--- config.mk ---
export PLATFORM = sky130hd
export DESIGN_NAME = isr_core
export DESIGN_NICKNAME = d
export VERILOG_FILES = /design/src/core/isr_pkg.sv /design/src/core/isr_core.sv
export SDC_FILE = /design/constraint.sdc
export NUM_CORES = 1
export LEC_CHECK = 0
export BUFFER_PORTS_ARGS = -buffer_cell sky130_fd_sc_hd__buf_2
export CORE_MARGIN = 5
export CORE_UTILIZATION = 65
export CTS_CLUSTER_DIAMETER = 40
export CTS_CLUSTER_SIZE = 30
export DETAILED_ROUTE_END_ITERATION = 8
export PLACE_DENSITY_LB_ADDON = 0.2
export SLEW_MARGIN = 15
export SYNTH_ARGS = -nofsm -noshare
export SYNTH_HDL_FRONTEND = slang
export SYNTH_SLANG_ARGS = --single-unit
--- constraint.sdc ---
create_clock -name clk_in -period 5.6 [get_ports clk_in]
set_input_delay 0.56 -clock clk_in [delete_from_list [all_inputs] [get_ports clk_in]]
set_output_delay 0.56 -clock clk_in [all_outputs]
set_load 0.01 [all_outputs]
--- src/core/isr_pkg.sv ---
// constants, commands and states of the instrument status reporting block
// assumes a single system clock; shared by the core and its bench
`default_nettype none

package isr_pkg;

  // operation condition word bit positions
  localparam int OP_CAL_BIT      = 0;
  localparam int OP_WAIT_TRG_BIT = 5;
  localparam int OP_VREG_BIT     = 8;
  localparam int OP_IREG_BIT     = 10;
  localparam int OP_LIST_BIT     = 12;

  // fault (questionable) condition word bit positions
  localparam int FT_VTRIP_BIT    = 0;
  localparam int FT_ITRIP_BIT    = 1;
  localparam int FT_HEAT_BIT     = 4;
  localparam int FT_INH_BIT      = 9;
  localparam int FT_UNREG_BIT    = 10;

  // standard event latch bit positions
  localparam int SE_OPC_BIT      = 0;
  localparam int SE_QYE_BIT      = 2;
  localparam int SE_DDE_BIT      = 3;
  localparam int SE_EXE_BIT      = 4;
  localparam int SE_CME_BIT      = 5;
  localparam int SE_PON_BIT      = 7;
  localparam logic [7:0] SE_USED_MASK = 8'hBD;

  // status byte and service request mask layout
  localparam int SB_FAULT_BIT    = 3;
  localparam int SB_MAV_BIT      = 4;
  localparam int SB_ESB_BIT      = 5;
  localparam int SB_RQS_BIT      = 6;
  localparam int SB_OPER_BIT     = 7;

  // reset values of the transition filters and masks
  localparam logic [15:0] RISE_FILTER_RST = 16'hFFFF;
  localparam logic [15:0] FALL_FILTER_RST = 16'h0000;
  localparam logic [15:0] MASK16_RST      = 16'h0000;
  localparam logic [7:0]  MASK8_RST       = 8'h00;

  // queue message byte that reports error overflow (value arbitrary)
  localparam logic [7:0] SYS_ERR_BYTE = 8'hFF;

  // commands from the message parser
  typedef enum logic [4:0] {
    ISR_CMD_NOP,
    ISR_CMD_WR_OP_RISE,
    ISR_CMD_WR_OP_FALL,
    ISR_CMD_WR_OP_MASK,
    ISR_CMD_WR_FT_RISE,
    ISR_CMD_WR_FT_FALL,
    ISR_CMD_WR_FT_MASK,
    ISR_CMD_WR_SE_MASK,
    ISR_CMD_WR_SR_MASK,
    ISR_CMD_RD_OP_COND,
    ISR_CMD_RD_OP_RISE,
    ISR_CMD_RD_OP_FALL,
    ISR_CMD_RD_OP_EVENT,
    ISR_CMD_RD_OP_MASK,
    ISR_CMD_RD_FT_COND,
    ISR_CMD_RD_FT_RISE,
    ISR_CMD_RD_FT_FALL,
    ISR_CMD_RD_FT_EVENT,
    ISR_CMD_RD_FT_MASK,
    ISR_CMD_RD_SE_EVENT,
    ISR_CMD_RD_SE_MASK,
    ISR_CMD_RD_SR_MASK,
    ISR_CMD_RD_STB,
    ISR_CMD_SERIAL_POLL,
    ISR_CMD_CLEAR,
    ISR_CMD_PRESET,
    ISR_CMD_RD_QUEUE
  } isr_cmd_t;

  // start-up sequence states
  typedef enum logic [1:0] {
    ISR_ST_WAIT_A,
    ISR_ST_WAIT_B,
    ISR_ST_LOAD,
    ISR_ST_RUN
  } isr_fsm_t;

endpackage

`default_nettype wire

--- src/core/isr_core.sv ---
// status reporting core: condition/filter/event groups, status byte, service request, output queue
// assumes commands from a parser on clk_in; condition pins and the power-on clear strap are asynchronous
//
// Notes on behaviour
// (RULE1) op word: calibration bit 0, waiting trigger 5
// (RULE2) op word: voltage 8, current 10, list 12
// (RULE3) fault word: overvoltage 0, overcurrent 1, thermal 4
// (RULE4) fault word: inhibit bit 9, unregulated bit 10
// (RULE5) standard events at bits 0,2,3,4,5,7
// (RULE6) status byte and request mask share layout
// (RULE7) enabled fault events OR into bit 3
// (RULE8) event read or clear command empties latch
// (RULE9) preset clears two filters; zero writes clear
// (RULE10) standard event latch read-only, cleared when read
// (RULE11) standard mask cleared at power-on if strap set
// (RULE12) standard mask gates events into bit 5
// (RULE13) poll gives request bit, query gives summary
// (RULE14) service request drives line, latches bit 6
// (RULE15) poll returns then clears request bit only
// (RULE16) master summary is live OR of enabled bits
// (RULE17) status byte query clears nothing
// (RULE18) fifo queue; message-available while nonempty
// (RULE19) queue emptied at power-on and clear command
// (RULE20) too many errors yield system error message
// (RULE21) request recurs while its cause persists
// (RULE22) condition words read-only, follow live signals
// (RULE23) event latch holds filtered changes until cleared
// (RULE24) enabled op events OR into bit 7
// (RULE25) rise with rise filter, fall with fall filter
`default_nettype none

module isr_core
  import isr_pkg::*;
#(
  parameter int QUEUE_DEPTH = 16,
  parameter int ERR_LIMIT   = 4
) (
  input  wire logic        clk_in,
  input  wire logic        sys_rst_in,
  input  wire logic        cal_computing_in,
  input  wire logic        awaiting_trigger_in,
  input  wire logic        constant_voltage_in,
  input  wire logic        constant_current_in,
  input  wire logic        list_step_active_in,
  input  wire logic        voltage_limit_trip_in,
  input  wire logic        current_limit_trip_in,
  input  wire logic        thermal_fault_in,
  input  wire logic        remote_inhibit_active_in,
  input  wire logic        regulation_lost_in,
  input  wire logic        psc_in,
  input  wire logic [7:0]  se_mask_saved_in,
  input  wire logic [7:0]  sr_mask_saved_in,
  input  wire logic [7:0]  std_event_in,
  input  wire logic        cmd_valid_in,
  input  wire isr_cmd_t    cmd_code_in,
  input  wire logic [15:0] cmd_data_in,
  input  wire logic        oq_push_in,
  input  wire logic [7:0]  oq_data_in,
  input  wire logic        oq_is_error_in,
  output logic             cmd_ready_out,
  output logic             rsp_valid_out,
  output logic [15:0]      rsp_data_out,
  output logic             oq_ready_out,
  output logic             srq_out
);

  localparam int AW = $clog2(QUEUE_DEPTH);
  localparam int EW = $clog2(ERR_LIMIT + 1);
  localparam logic [AW:0]   OQ_FULL  = (AW+1)'(QUEUE_DEPTH);
  localparam logic [EW-1:0] ERR_MAX  = EW'(ERR_LIMIT);
  localparam logic [AW-1:0] PTR_ONE  = AW'(1);
  localparam logic [AW:0]   CNT_ONE  = (AW+1)'(1);
  localparam logic [EW-1:0] ERR_ONE  = EW'(1);

  typedef struct packed {
    isr_fsm_t                     fsm;
    logic [15:0]                  op_s1, op_s2, op_prev;
    logic [15:0]                  ft_s1, ft_s2, ft_prev;
    logic [15:0]                  op_rise, op_fall, op_evt, op_mask;
    logic [15:0]                  ft_rise, ft_fall, ft_evt, ft_mask;
    logic [7:0]                   se_evt, se_mask, sr_mask;
    logic                         rqs;
    logic                         psc_s1, psc_s2;
    logic [QUEUE_DEPTH-1:0][8:0]  oq_mem;
    logic [AW-1:0]                oq_wr, oq_rd;
    logic [AW:0]                  oq_cnt;
    logic [EW-1:0]                err_cnt;
    logic                         rsp_valid;
    logic [15:0]                  rsp_data;
    logic                         cmd_ready;
    logic                         oq_ready;
  } isr_state_t;

  isr_state_t st_r;
  isr_state_t st_nxt;

  logic [15:0] op_pins;
  logic [15:0] ft_pins;
  logic [15:0] op_set;
  logic [15:0] ft_set;
  logic [7:0]  stb;
  logic        mss;
  logic        taken;
  logic        oq_empty;

  ////////////////////////////////////////////////////////////////////////////
  // condition words assembled from the monitored pins
  always_comb begin
    op_pins = '0;
    ft_pins = '0;
    op_pins[OP_CAL_BIT]      = cal_computing_in;          // [RULE1]
    op_pins[OP_WAIT_TRG_BIT] = awaiting_trigger_in;       // [RULE1]
    op_pins[OP_VREG_BIT]     = constant_voltage_in;       // [RULE2]
    op_pins[OP_IREG_BIT]     = constant_current_in;       // [RULE2]
    op_pins[OP_LIST_BIT]     = list_step_active_in;       // [RULE2]
    ft_pins[FT_VTRIP_BIT]    = voltage_limit_trip_in;     // [RULE3]
    ft_pins[FT_ITRIP_BIT]    = current_limit_trip_in;     // [RULE3]
    ft_pins[FT_HEAT_BIT]     = thermal_fault_in;          // [RULE3]
    ft_pins[FT_INH_BIT]      = remote_inhibit_active_in;  // [RULE4]
    ft_pins[FT_UNREG_BIT]    = regulation_lost_in;        // [RULE4]
  end

  ////////////////////////////////////////////////////////////////////////////
  // transition filters and summaries from registered state
  always_comb begin
    op_set = (st_r.op_s2 & ~st_r.op_prev & st_r.op_rise)
           | (~st_r.op_s2 & st_r.op_prev & st_r.op_fall);      // [RULE25]
    ft_set = (st_r.ft_s2 & ~st_r.ft_prev & st_r.ft_rise)
           | (~st_r.ft_s2 & st_r.ft_prev & st_r.ft_fall);      // [RULE25]
    if (st_r.fsm != ISR_ST_RUN) begin
      op_set = '0;
      ft_set = '0;
    end
    oq_empty = (st_r.oq_cnt == '0);
    stb = '0;
    stb[SB_FAULT_BIT] = |(st_r.ft_evt & st_r.ft_mask);          // [RULE7]
    stb[SB_MAV_BIT]   = !oq_empty;                              // [RULE18]
    stb[SB_ESB_BIT]   = |(st_r.se_evt & st_r.se_mask);          // [RULE12]
    stb[SB_OPER_BIT]  = |(st_r.op_evt & st_r.op_mask);          // [RULE24]
    stb[SB_RQS_BIT]   = st_r.rqs;                               // [RULE6]
    // request bit itself never feeds the master summary
    mss = |(stb & st_r.sr_mask & ~(8'h01 << SB_RQS_BIT));       // [RULE16]
    taken = cmd_valid_in && (st_r.fsm == ISR_ST_RUN);
  end

  ////////////////////////////////////////////////////////////////////////////
  // next-state logic
  always_comb begin
    logic        rd_op;
    logic        rd_ft;
    logic        rd_se;
    logic        do_clr;
    logic        do_pop;
    logic        do_push;
    logic [8:0]  push_word;
    logic [8:0]  head;
    rd_op     = 1'b0;
    rd_ft     = 1'b0;
    rd_se     = 1'b0;
    do_clr    = 1'b0;
    do_pop    = 1'b0;
    do_push   = 1'b0;
    push_word = {oq_is_error_in, oq_data_in};
    head      = st_r.oq_mem[st_r.oq_rd];
    st_nxt    = st_r;
    st_nxt.rsp_valid = 1'b0;

    // two-flop synchronisers and edge history
    st_nxt.op_s1   = op_pins;
    st_nxt.op_s2   = st_r.op_s1;
    st_nxt.op_prev = st_r.op_s2;
    st_nxt.ft_s1   = ft_pins;
    st_nxt.ft_s2   = st_r.ft_s1;
    st_nxt.ft_prev = st_r.ft_s2;
    st_nxt.psc_s1  = psc_in;
    st_nxt.psc_s2  = st_r.psc_s1;

    // command decode
    if (taken) begin
      st_nxt.rsp_valid = 1'b1;
      st_nxt.rsp_data  = '0;
      case (cmd_code_in)
        ISR_CMD_WR_OP_RISE:  st_nxt.op_rise = cmd_data_in;     // [RULE9]
        ISR_CMD_WR_OP_FALL:  st_nxt.op_fall = cmd_data_in;     // [RULE9]
        ISR_CMD_WR_OP_MASK:  st_nxt.op_mask = cmd_data_in;     // [RULE9]
        ISR_CMD_WR_FT_RISE:  st_nxt.ft_rise = cmd_data_in;     // [RULE9]
        ISR_CMD_WR_FT_FALL:  st_nxt.ft_fall = cmd_data_in;     // [RULE9]
        ISR_CMD_WR_FT_MASK:  st_nxt.ft_mask = cmd_data_in;     // [RULE9]
        ISR_CMD_WR_SE_MASK:  st_nxt.se_mask = cmd_data_in[7:0];
        ISR_CMD_WR_SR_MASK:  st_nxt.sr_mask = cmd_data_in[7:0];
        ISR_CMD_RD_OP_COND:  st_nxt.rsp_data = st_r.op_s2;     // [RULE22]
        ISR_CMD_RD_OP_RISE:  st_nxt.rsp_data = st_r.op_rise;
        ISR_CMD_RD_OP_FALL:  st_nxt.rsp_data = st_r.op_fall;
        ISR_CMD_RD_OP_MASK:  st_nxt.rsp_data = st_r.op_mask;
        ISR_CMD_RD_FT_COND:  st_nxt.rsp_data = st_r.ft_s2;     // [RULE22]
        ISR_CMD_RD_FT_RISE:  st_nxt.rsp_data = st_r.ft_rise;
        ISR_CMD_RD_FT_FALL:  st_nxt.rsp_data = st_r.ft_fall;
        ISR_CMD_RD_FT_MASK:  st_nxt.rsp_data = st_r.ft_mask;
        ISR_CMD_RD_SE_MASK:  st_nxt.rsp_data = {8'h00, st_r.se_mask};
        ISR_CMD_RD_SR_MASK:  st_nxt.rsp_data = {8'h00, st_r.sr_mask};
        ISR_CMD_RD_OP_EVENT: begin
          st_nxt.rsp_data = st_r.op_evt;
          rd_op = 1'b1;                                        // [RULE8]
        end
        ISR_CMD_RD_FT_EVENT: begin
          st_nxt.rsp_data = st_r.ft_evt;
          rd_ft = 1'b1;                                        // [RULE8]
        end
        ISR_CMD_RD_SE_EVENT: begin
          st_nxt.rsp_data = {8'h00, st_r.se_evt};
          rd_se = 1'b1;                                        // [RULE10]
        end
        ISR_CMD_RD_STB: begin
          // summary in bit 6, nothing cleared
          st_nxt.rsp_data = {8'h00, stb[7], mss, stb[5:0]};     // [RULE13] [RULE17]
        end
        ISR_CMD_SERIAL_POLL: begin
          st_nxt.rsp_data = {8'h00, stb};                       // [RULE13] [RULE15]
        end
        ISR_CMD_CLEAR: do_clr = 1'b1;                          // [RULE8] [RULE19]
        ISR_CMD_PRESET: begin
          st_nxt.op_rise = '0;                                 // [RULE9]
          st_nxt.ft_fall = '0;                                 // [RULE9]
        end
        ISR_CMD_RD_QUEUE: begin
          if (!oq_empty) begin
            st_nxt.rsp_data = {8'h00, head[7:0]};
            do_pop = 1'b1;
          end
        end
        default: st_nxt.rsp_data = '0;
      endcase
    end

    // event latches: a new event wins over a clear in the same cycle
    st_nxt.op_evt = ((rd_op || do_clr) ? '0 : st_r.op_evt) | op_set;          // [RULE23] [RULE8]
    st_nxt.ft_evt = ((rd_ft || do_clr) ? '0 : st_r.ft_evt) | ft_set;          // [RULE23] [RULE8]
    st_nxt.se_evt = ((rd_se || do_clr) ? '0 : st_r.se_evt)
                  | (std_event_in & SE_USED_MASK);                             // [RULE5]

    // request bit: latched from the live summary, cleared by the poll
    if (taken && cmd_code_in == ISR_CMD_SERIAL_POLL) begin
      st_nxt.rqs = 1'b0;                                       // [RULE15]
    end else begin
      // request withdrawn as soon as no enabled reason is left
      st_nxt.rqs = mss;                                        // [RULE14] [RULE21]
    end

    // output queue; clear drops any push in the same cycle
    if (do_clr) begin
      st_nxt.oq_wr   = '0;
      st_nxt.oq_rd   = '0;
      st_nxt.oq_cnt  = '0;                                     // [RULE19]
      st_nxt.err_cnt = '0;
    end else begin
      if (oq_push_in && (st_r.oq_cnt != OQ_FULL || do_pop) && st_r.fsm == ISR_ST_RUN) begin
        if (!oq_is_error_in) begin
          do_push = 1'b1;
        end else if (st_r.err_cnt < ERR_MAX - ERR_ONE) begin
          do_push = 1'b1;
          st_nxt.err_cnt = st_r.err_cnt + ERR_ONE;
        end else if (st_r.err_cnt == ERR_MAX - ERR_ONE) begin
          // last error slot carries the overflow message
          do_push = 1'b1;
          push_word = {1'b1, SYS_ERR_BYTE};                    // [RULE20]
          st_nxt.err_cnt = ERR_MAX;
        end
      end
      if (do_push) begin
        st_nxt.oq_mem[st_r.oq_wr] = push_word;                 // [RULE18]
        st_nxt.oq_wr = st_r.oq_wr + PTR_ONE;
      end
      if (do_pop) begin
        st_nxt.oq_rd = st_r.oq_rd + PTR_ONE;
        if (head[8] && !(do_push && oq_is_error_in)) begin
          st_nxt.err_cnt = st_nxt.err_cnt - ERR_ONE;
        end
      end
      if (do_push && !do_pop) begin
        st_nxt.oq_cnt = st_r.oq_cnt + CNT_ONE;
      end else if (do_pop && !do_push) begin
        st_nxt.oq_cnt = st_r.oq_cnt - CNT_ONE;
      end
    end

    // start-up sequence: wait for the strap synchroniser, then recall masks
    case (st_r.fsm)
      ISR_ST_WAIT_A: st_nxt.fsm = ISR_ST_WAIT_B;
      ISR_ST_WAIT_B: st_nxt.fsm = ISR_ST_LOAD;
      ISR_ST_LOAD: begin
        st_nxt.se_mask = st_r.psc_s2 ? MASK8_RST : se_mask_saved_in;   // [RULE11]
        st_nxt.sr_mask = st_r.psc_s2 ? MASK8_RST : sr_mask_saved_in;
        st_nxt.se_evt  = st_nxt.se_evt | (8'h01 << SE_PON_BIT);        // [RULE5]
        st_nxt.fsm     = ISR_ST_RUN;
      end
      ISR_ST_RUN: st_nxt.fsm = ISR_ST_RUN;
      default: st_nxt.fsm = ISR_ST_WAIT_A;
    endcase

    st_nxt.cmd_ready = (st_nxt.fsm == ISR_ST_RUN);
    st_nxt.oq_ready  = (st_nxt.fsm == ISR_ST_RUN) && (st_nxt.oq_cnt != OQ_FULL);
  end

  ////////////////////////////////////////////////////////////////////////////
  // state register
  always_ff @(posedge clk_in) begin
    if (sys_rst_in) begin
      st_r         <= '0;
      st_r.fsm     <= ISR_ST_WAIT_A;
      st_r.op_rise <= RISE_FILTER_RST;
      st_r.ft_rise <= RISE_FILTER_RST;
      st_r.op_fall <= FALL_FILTER_RST;
      st_r.ft_fall <= FALL_FILTER_RST;
      st_r.op_mask <= MASK16_RST;
      st_r.ft_mask <= MASK16_RST;
    end else begin
      st_r <= st_nxt;
    end
  end

  // outputs straight from the state register
  assign cmd_ready_out = st_r.cmd_ready;
  assign rsp_valid_out = st_r.rsp_valid;
  assign rsp_data_out  = st_r.rsp_data;
  assign oq_ready_out  = st_r.oq_ready;
  assign srq_out       = st_r.rqs;
endmodule

`default_nettype wire

[Word level (Yosys, flattened, before mapping)]
Cells that the tools add are included.
Word-level totals
  word-level logic and storage cells: 207
  input bits: 69
  register bits after elaboration: 432
Operators by class
  order comparisons: 4
  reductions and logical operators: 41
  bitwise operators: 22
  equal/unequal tests: 34
  $add $sub $neg: 6
  multiplexer cells: 53
Operators with widths (count)
  $pmux 16 s16: 1
  $and 16x16->16: 10
  $bwmux 144: 1
  $mux 16: 5
  $mux 8: 9
  $not 16->16: 4
  $or 16x16->16: 4
  $pmux 16 s2: 2
  $eq 5x5->1 const B: 11
  $mux 9: 5
  $eq 5x4->1 const B: 8
  $bmux 9 s4: 1
  $demux 9 s4: 1
  $reduce_or 16->1: 2
  $mux 24: 1
  $mux 3: 7
  $eq 5x3->1 const B: 4
  $reduce_and 2->1: 9
  $mux 17: 1
  $and 8x8->8: 2
  $mux 1: 16
  $eq 5x2->1 const B: 2
  $logic_and 1x1->1: 10
  $lt 4x5->1 const B: 2
  other kinds (25): 42

[Logic depth before layout (Yosys ltp)]
  word-level depth: 17
  gate-level depth with buffers: 10

[Worst setup path before layout]
No wires, ideal clock.
  kind: input port to flip-flop
  start: input port cmd_code_in[3]
  end: register st_r[68] in the netlist's numbering
  data required time: 5519 ps
  setup time: 81 ps
  buffers on the path: 2
  slack: 2861 ps
  arrival time: 2658 ps
  stages on the path: 8
  path through: buf_2 -> nand3b_1 -> o41ai_4 -> nand4_4 -> nor3_4 -> buf_6 -> nor2_1 -> a211oi_2
On the way
  longest elaborated chain between the ends: 9
Ends and longest elaborated chain
  start: declaration: RTL line isr_core.sv:55  | input wire isr_cmd_t cmd_code_in,
  $eq 5x5->1: RTL line isr_core.sv:182  | case (cmd_code_in)
  $mux 1: RTL line isr_core.sv:182
  $mux 1: RTL line isr_core.sv:179  | if (taken) begin
  $logic_or 1x1->1: RTL line isr_core.sv:256  | if (oq_push_in && (st_r.oq_cnt != OQ_FULL || do_pop) && st_r.fsm == ISR_ST_RUN) begin
  $logic_and 1x1->1 (2 in a row): RTL line isr_core.sv:256
  $mux 9 / $mux 1 (equally long branches): RTL line isr_core.sv:256
  $mux 9 / $mux 1 (equally long branches): RTL line isr_core.sv:250  | if (do_clr) begin
  $bwmux 144 / $reduce_and 2->1 (equally long branches)
  end signal: assignment: RTL line isr_core.sv:317  | st_r <= st_nxt;
  end: declaration: RTL line isr_core.sv:94  | isr_state_t st_r;
Several ways; a longest one is shown, not always the timed one. The select of a mux whose other input is x is not followed.
A chain may end at the register's enable or synchronous reset.

[Final worst setup path]
  start: register st_r[430] in the netlist's numbering
  end: register st_r[35] in the netlist's numbering
On the way
  longest elaborated chain between the ends: 9
Ends and longest elaborated chain
  $eq 2x2->1 *: RTL line isr_core.sv:143, isr_core.sv:256
  $logic_and 1x1->1: RTL line isr_core.sv:143  | taken = cmd_valid_in && (st_r.fsm == ISR_ST_RUN);
  $mux 1: RTL line isr_core.sv:179
  $logic_or 1x1->1: RTL line isr_core.sv:256
  $logic_and 1x1->1 (2 in a row): RTL line isr_core.sv:256
  $mux 9 / $mux 1 (equally long branches): RTL line isr_core.sv:256
  $mux 9 / $mux 1 (equally long branches): RTL line isr_core.sv:250
  $bwmux 144 / $reduce_and 2->1 (equally long branches)
Every way passes the cells marked *; elsewhere a longest branch is shown, timed or not. The select of a mux whose other input is x is not followed.

==> impl_metrics.env <==
export IMPL_drt_pre_antenna_iters=6
export IMPL_cts_resized=0
export IMPL_postCtsSetupBuffers=0
export IMPL_initial_utilization=0.6606
export IMPL_cp_data_required_time_ns=6.02
export IMPL_async_reset_ff_frac=0
export IMPL_wl_per_cell_um=21.77
export IMPL_rsz0062_at_grt="no"
export IMPL_syn_area_um2=15500
export IMPL_core_um2=23470
export IMPL_routed_wl_um=43430
export IMPL_dp_slack_ns=1.432
export IMPL_vias=13010
export IMPL_timing_hold_ws_ns=0.2178
export IMPL_ys_ff_latch=342
export IMPL_worst_hold_path_type="primary input to register"
export IMPL_grt_usage=0.3167
export IMPL_path_class="register to register"
export IMPL_dieArea_um2=27040
export IMPL_finalCritPeriodShare=0.7590
export IMPL_clock_sinks=342
export IMPL_path_clk_slew_ns=0.06
export IMPL_rows=56
export IMPL_cts_tree="built"
export IMPL_cts_buffers=43
export IMPL_fmax_mhz=235.3
export IMPL_worst_skew_pair_late_latency_ns=0.55
export IMPL_die_w_um=164.4
export IMPL_status="complete, no violations"
export IMPL_synth_edf_count=0
export IMPL_synth_area_per_cell_um2=9.386
export IMPL_yosysWarnings=0
export IMPL_grt_ovfl_total=0
export IMPL_relSlewSlack=0.1491
export IMPL_ioPinCount=89
export IMPL_power_density_nw_per_um2=321.8
export IMPL_synth_fp_nets=1733
export IMPL_hold_viol_final=0
export IMPL_cts_hold_buffers=0
export IMPL_finalInstanceArea_um2=17150
export IMPL_ys_flop_type="dfxtp_1"
export IMPL_worst_slack_ns=1.350
export IMPL_grt_pass1_wl_um=67770
export IMPL_post_route_min_period_ns=4.250
export IMPL_endpoint_kind="register"
export IMPL_cp_max_fo=23
export IMPL_p_leak_nw=5.631
export IMPL_final_nets=1726
export IMPL_gp_congestion=0.9447
export IMPL_syn_to_final_growth_pct=10.64
export IMPL_io_buffers=86
export IMPL_grt_max_degree=153
export IMPL_grt_pass1_vias=12490
export IMPL_cap_violations=0
export IMPL_cts_path_max_buffers=3
export IMPL_cts_htree_levels=2
export IMPL_dp_hpwl_um=27570
export IMPL_post_route_drc_count=0
export IMPL_cts_root_buffer="clkbuf_16"
export IMPL_tightest_slew_ns=1.272
export IMPL_first_iter_violations=1765
export IMPL_finClkSkew_ns=0.01678
export IMPL_setup_viol=0
export IMPL_critPathLaunchType="register"
export IMPL_ant_nets=0
export IMPL_routed_via_density=6.519
export IMPL_peakVddDrop_mv=0.2960
export IMPL_arrival_ns=4.67
export IMPL_yosysSeqAreaShare=0.4416
export IMPL_dpl_cell_area_um2=15730
export IMPL_die_y_um=164.4
export IMPL_layout_drive_gt1_share=0.2060
export IMPL_syn_inst=1652
export IMPL_antenna_found_initial=1
export IMPL_drv_slew=0
export IMPL_fin_setup_tns_ns=0
export IMPL_ys_types=63
==> where the power goes <==
group | switching [mW] | internal (mW)
sequential | 0.0292 | 2.46
clock | 1.14 | 1.59
combinational | 0.204 | 0.0931
==> cells in the mapped netlist, types with 9 or more instances <==
library cell  number  area (um2)
a211o_1           34       297.8
mux2i_1           15       150.1
nor2_4            10       112.6
a211oi_2          80        1001
nor2_1           219       822.0
nand3_1           33       165.2
nand4_1           10       62.56
nor3_1            20       100.1
nor2b_1           58       362.9
mux4_2            39       878.3
a22o_1            11       96.34
nor2_2            10       62.56
a211oi_1          60       450.4
a21oi_1          109       545.5
dfxtp_1          342        6847
ha_1              12       150.1
inv_1             11       41.29
a222oi_1          15       150.1
a22oi_1           62       465.5
a221oi_1          14       122.6
buf_4             26       195.2
buf_2             11       55.05
and3_1             9       56.30
buf_6             11       123.9
nand3b_1          13       97.59
o21ai_0           33       165.2
nand2_1          196       735.7
clkbuf_1          98       367.9
==> cell families after synthesis <==
logic type / share of synthesized area
multiplexers: 0.07069
AND/OR/NAND/NOR: 0.1907
AO/OA/AOI/OAI: 0.2293
adder cells (fa/ha/maj): 0.009683
flip-flops: 0.4416
XOR/XNOR: 0.005649
buffers and inverters: 0.05237
==> sequential cells by signal, indices dropped and copies added, names as in the netlist <==
register / flops
rsp_data_out: 16
rsp_valid_out: 1
srq_out: 1
st_r: 301
oq_ready_out: 1
st_nxt: 21
cmd_ready_out: 1
==> critical path, stage by stage, from the launching register on <==
cell,delay (ns)
dfxtp_1,0.54
nand3_2,0.65
o41ai_4,1.10
and3_1,0.35
and3_1,0.80
nor2_4,0.27
a211oi_1,0.39
==> per-stage QoR <==
step                std cells  total power [mW]    util
detailed placement       1919             2.832  0.6699
floorplan                1652             2.738       -
CTS                      1994             5.518  0.7302
global route             1995             5.671  0.7308
finish                   1995             5.521  0.7308
global placement         1919             2.828  0.6699
==> cells in the final DEF (no fill, tap or decap), types with 5 or more instances in the layout <==
cell / n
ha_1: 12
mux4_2: 39
clkinvlp_4: 6
a211oi_1: 60
inv_6: 9
nor2b_1: 58
o21ai_0: 33
a22oi_1: 62
mux2_2: 6
nand3b_1: 13
nor2_2: 12
xor2_1: 5
nor2_4: 10
nand2_1: 196
nor3_4: 5
nand2b_1: 8
xnor2_1: 5
a22o_1: 11
nand3_1: 33
mux2i_1: 15
a21oi_1: 108
nand4_1: 10
nor2_1: 217
dfxtp_1: 341
and3_1: 9
buf_4: 14
clkbuf_16: 44
a221oi_1: 14
a211o_1: 34
a222oi_1: 15
inv_1: 11
a211oi_2: 80
buf_2: 85
nor3_1: 17
==> worst paths after layout <==
check	startpoint	end	slack [ns]	cells past startpoint
hold reg to reg	st_nxt[406]	st_nxt[390]	0.44	1
hold / removal	cal_computing_in	st_nxt[398]	0.22	2
setup reg to reg	st_r[430]	st_r[35]	1.35	6
setup / recovery	st_r[430]	st_r[35]	1.35	6
==> routing by layer <==
layer	vias to the layer above	wire length, um	global-route usage
met5	-	0	0
met4	0	2467	0.1739
met3	168	3450	0.06089
met2	644	21090	0.5275
met1	6231	16420	0.3884
li1	5963	-	-
==> cell type report <==
| cell class | instances | area [um2] |
|---|---|---|
| Inverter | 11 | 41.29 |
| Sequential cell | 342 | 6848 |
| Fill cell | 1732 | 6319 |
| Timing Repair Buffer | 101 | 565.5 |
| Tap cell | 319 | 399.1 |
| Clock buffer | 47 | 1132 |
| Clock inverter | 28 | 282.8 |
| Multi-Input combinational cell | 1146 | 7883 |
| Antenna cell | 1 | 2.502 |
No activity file was read; power rests on OpenSTA's default activity.
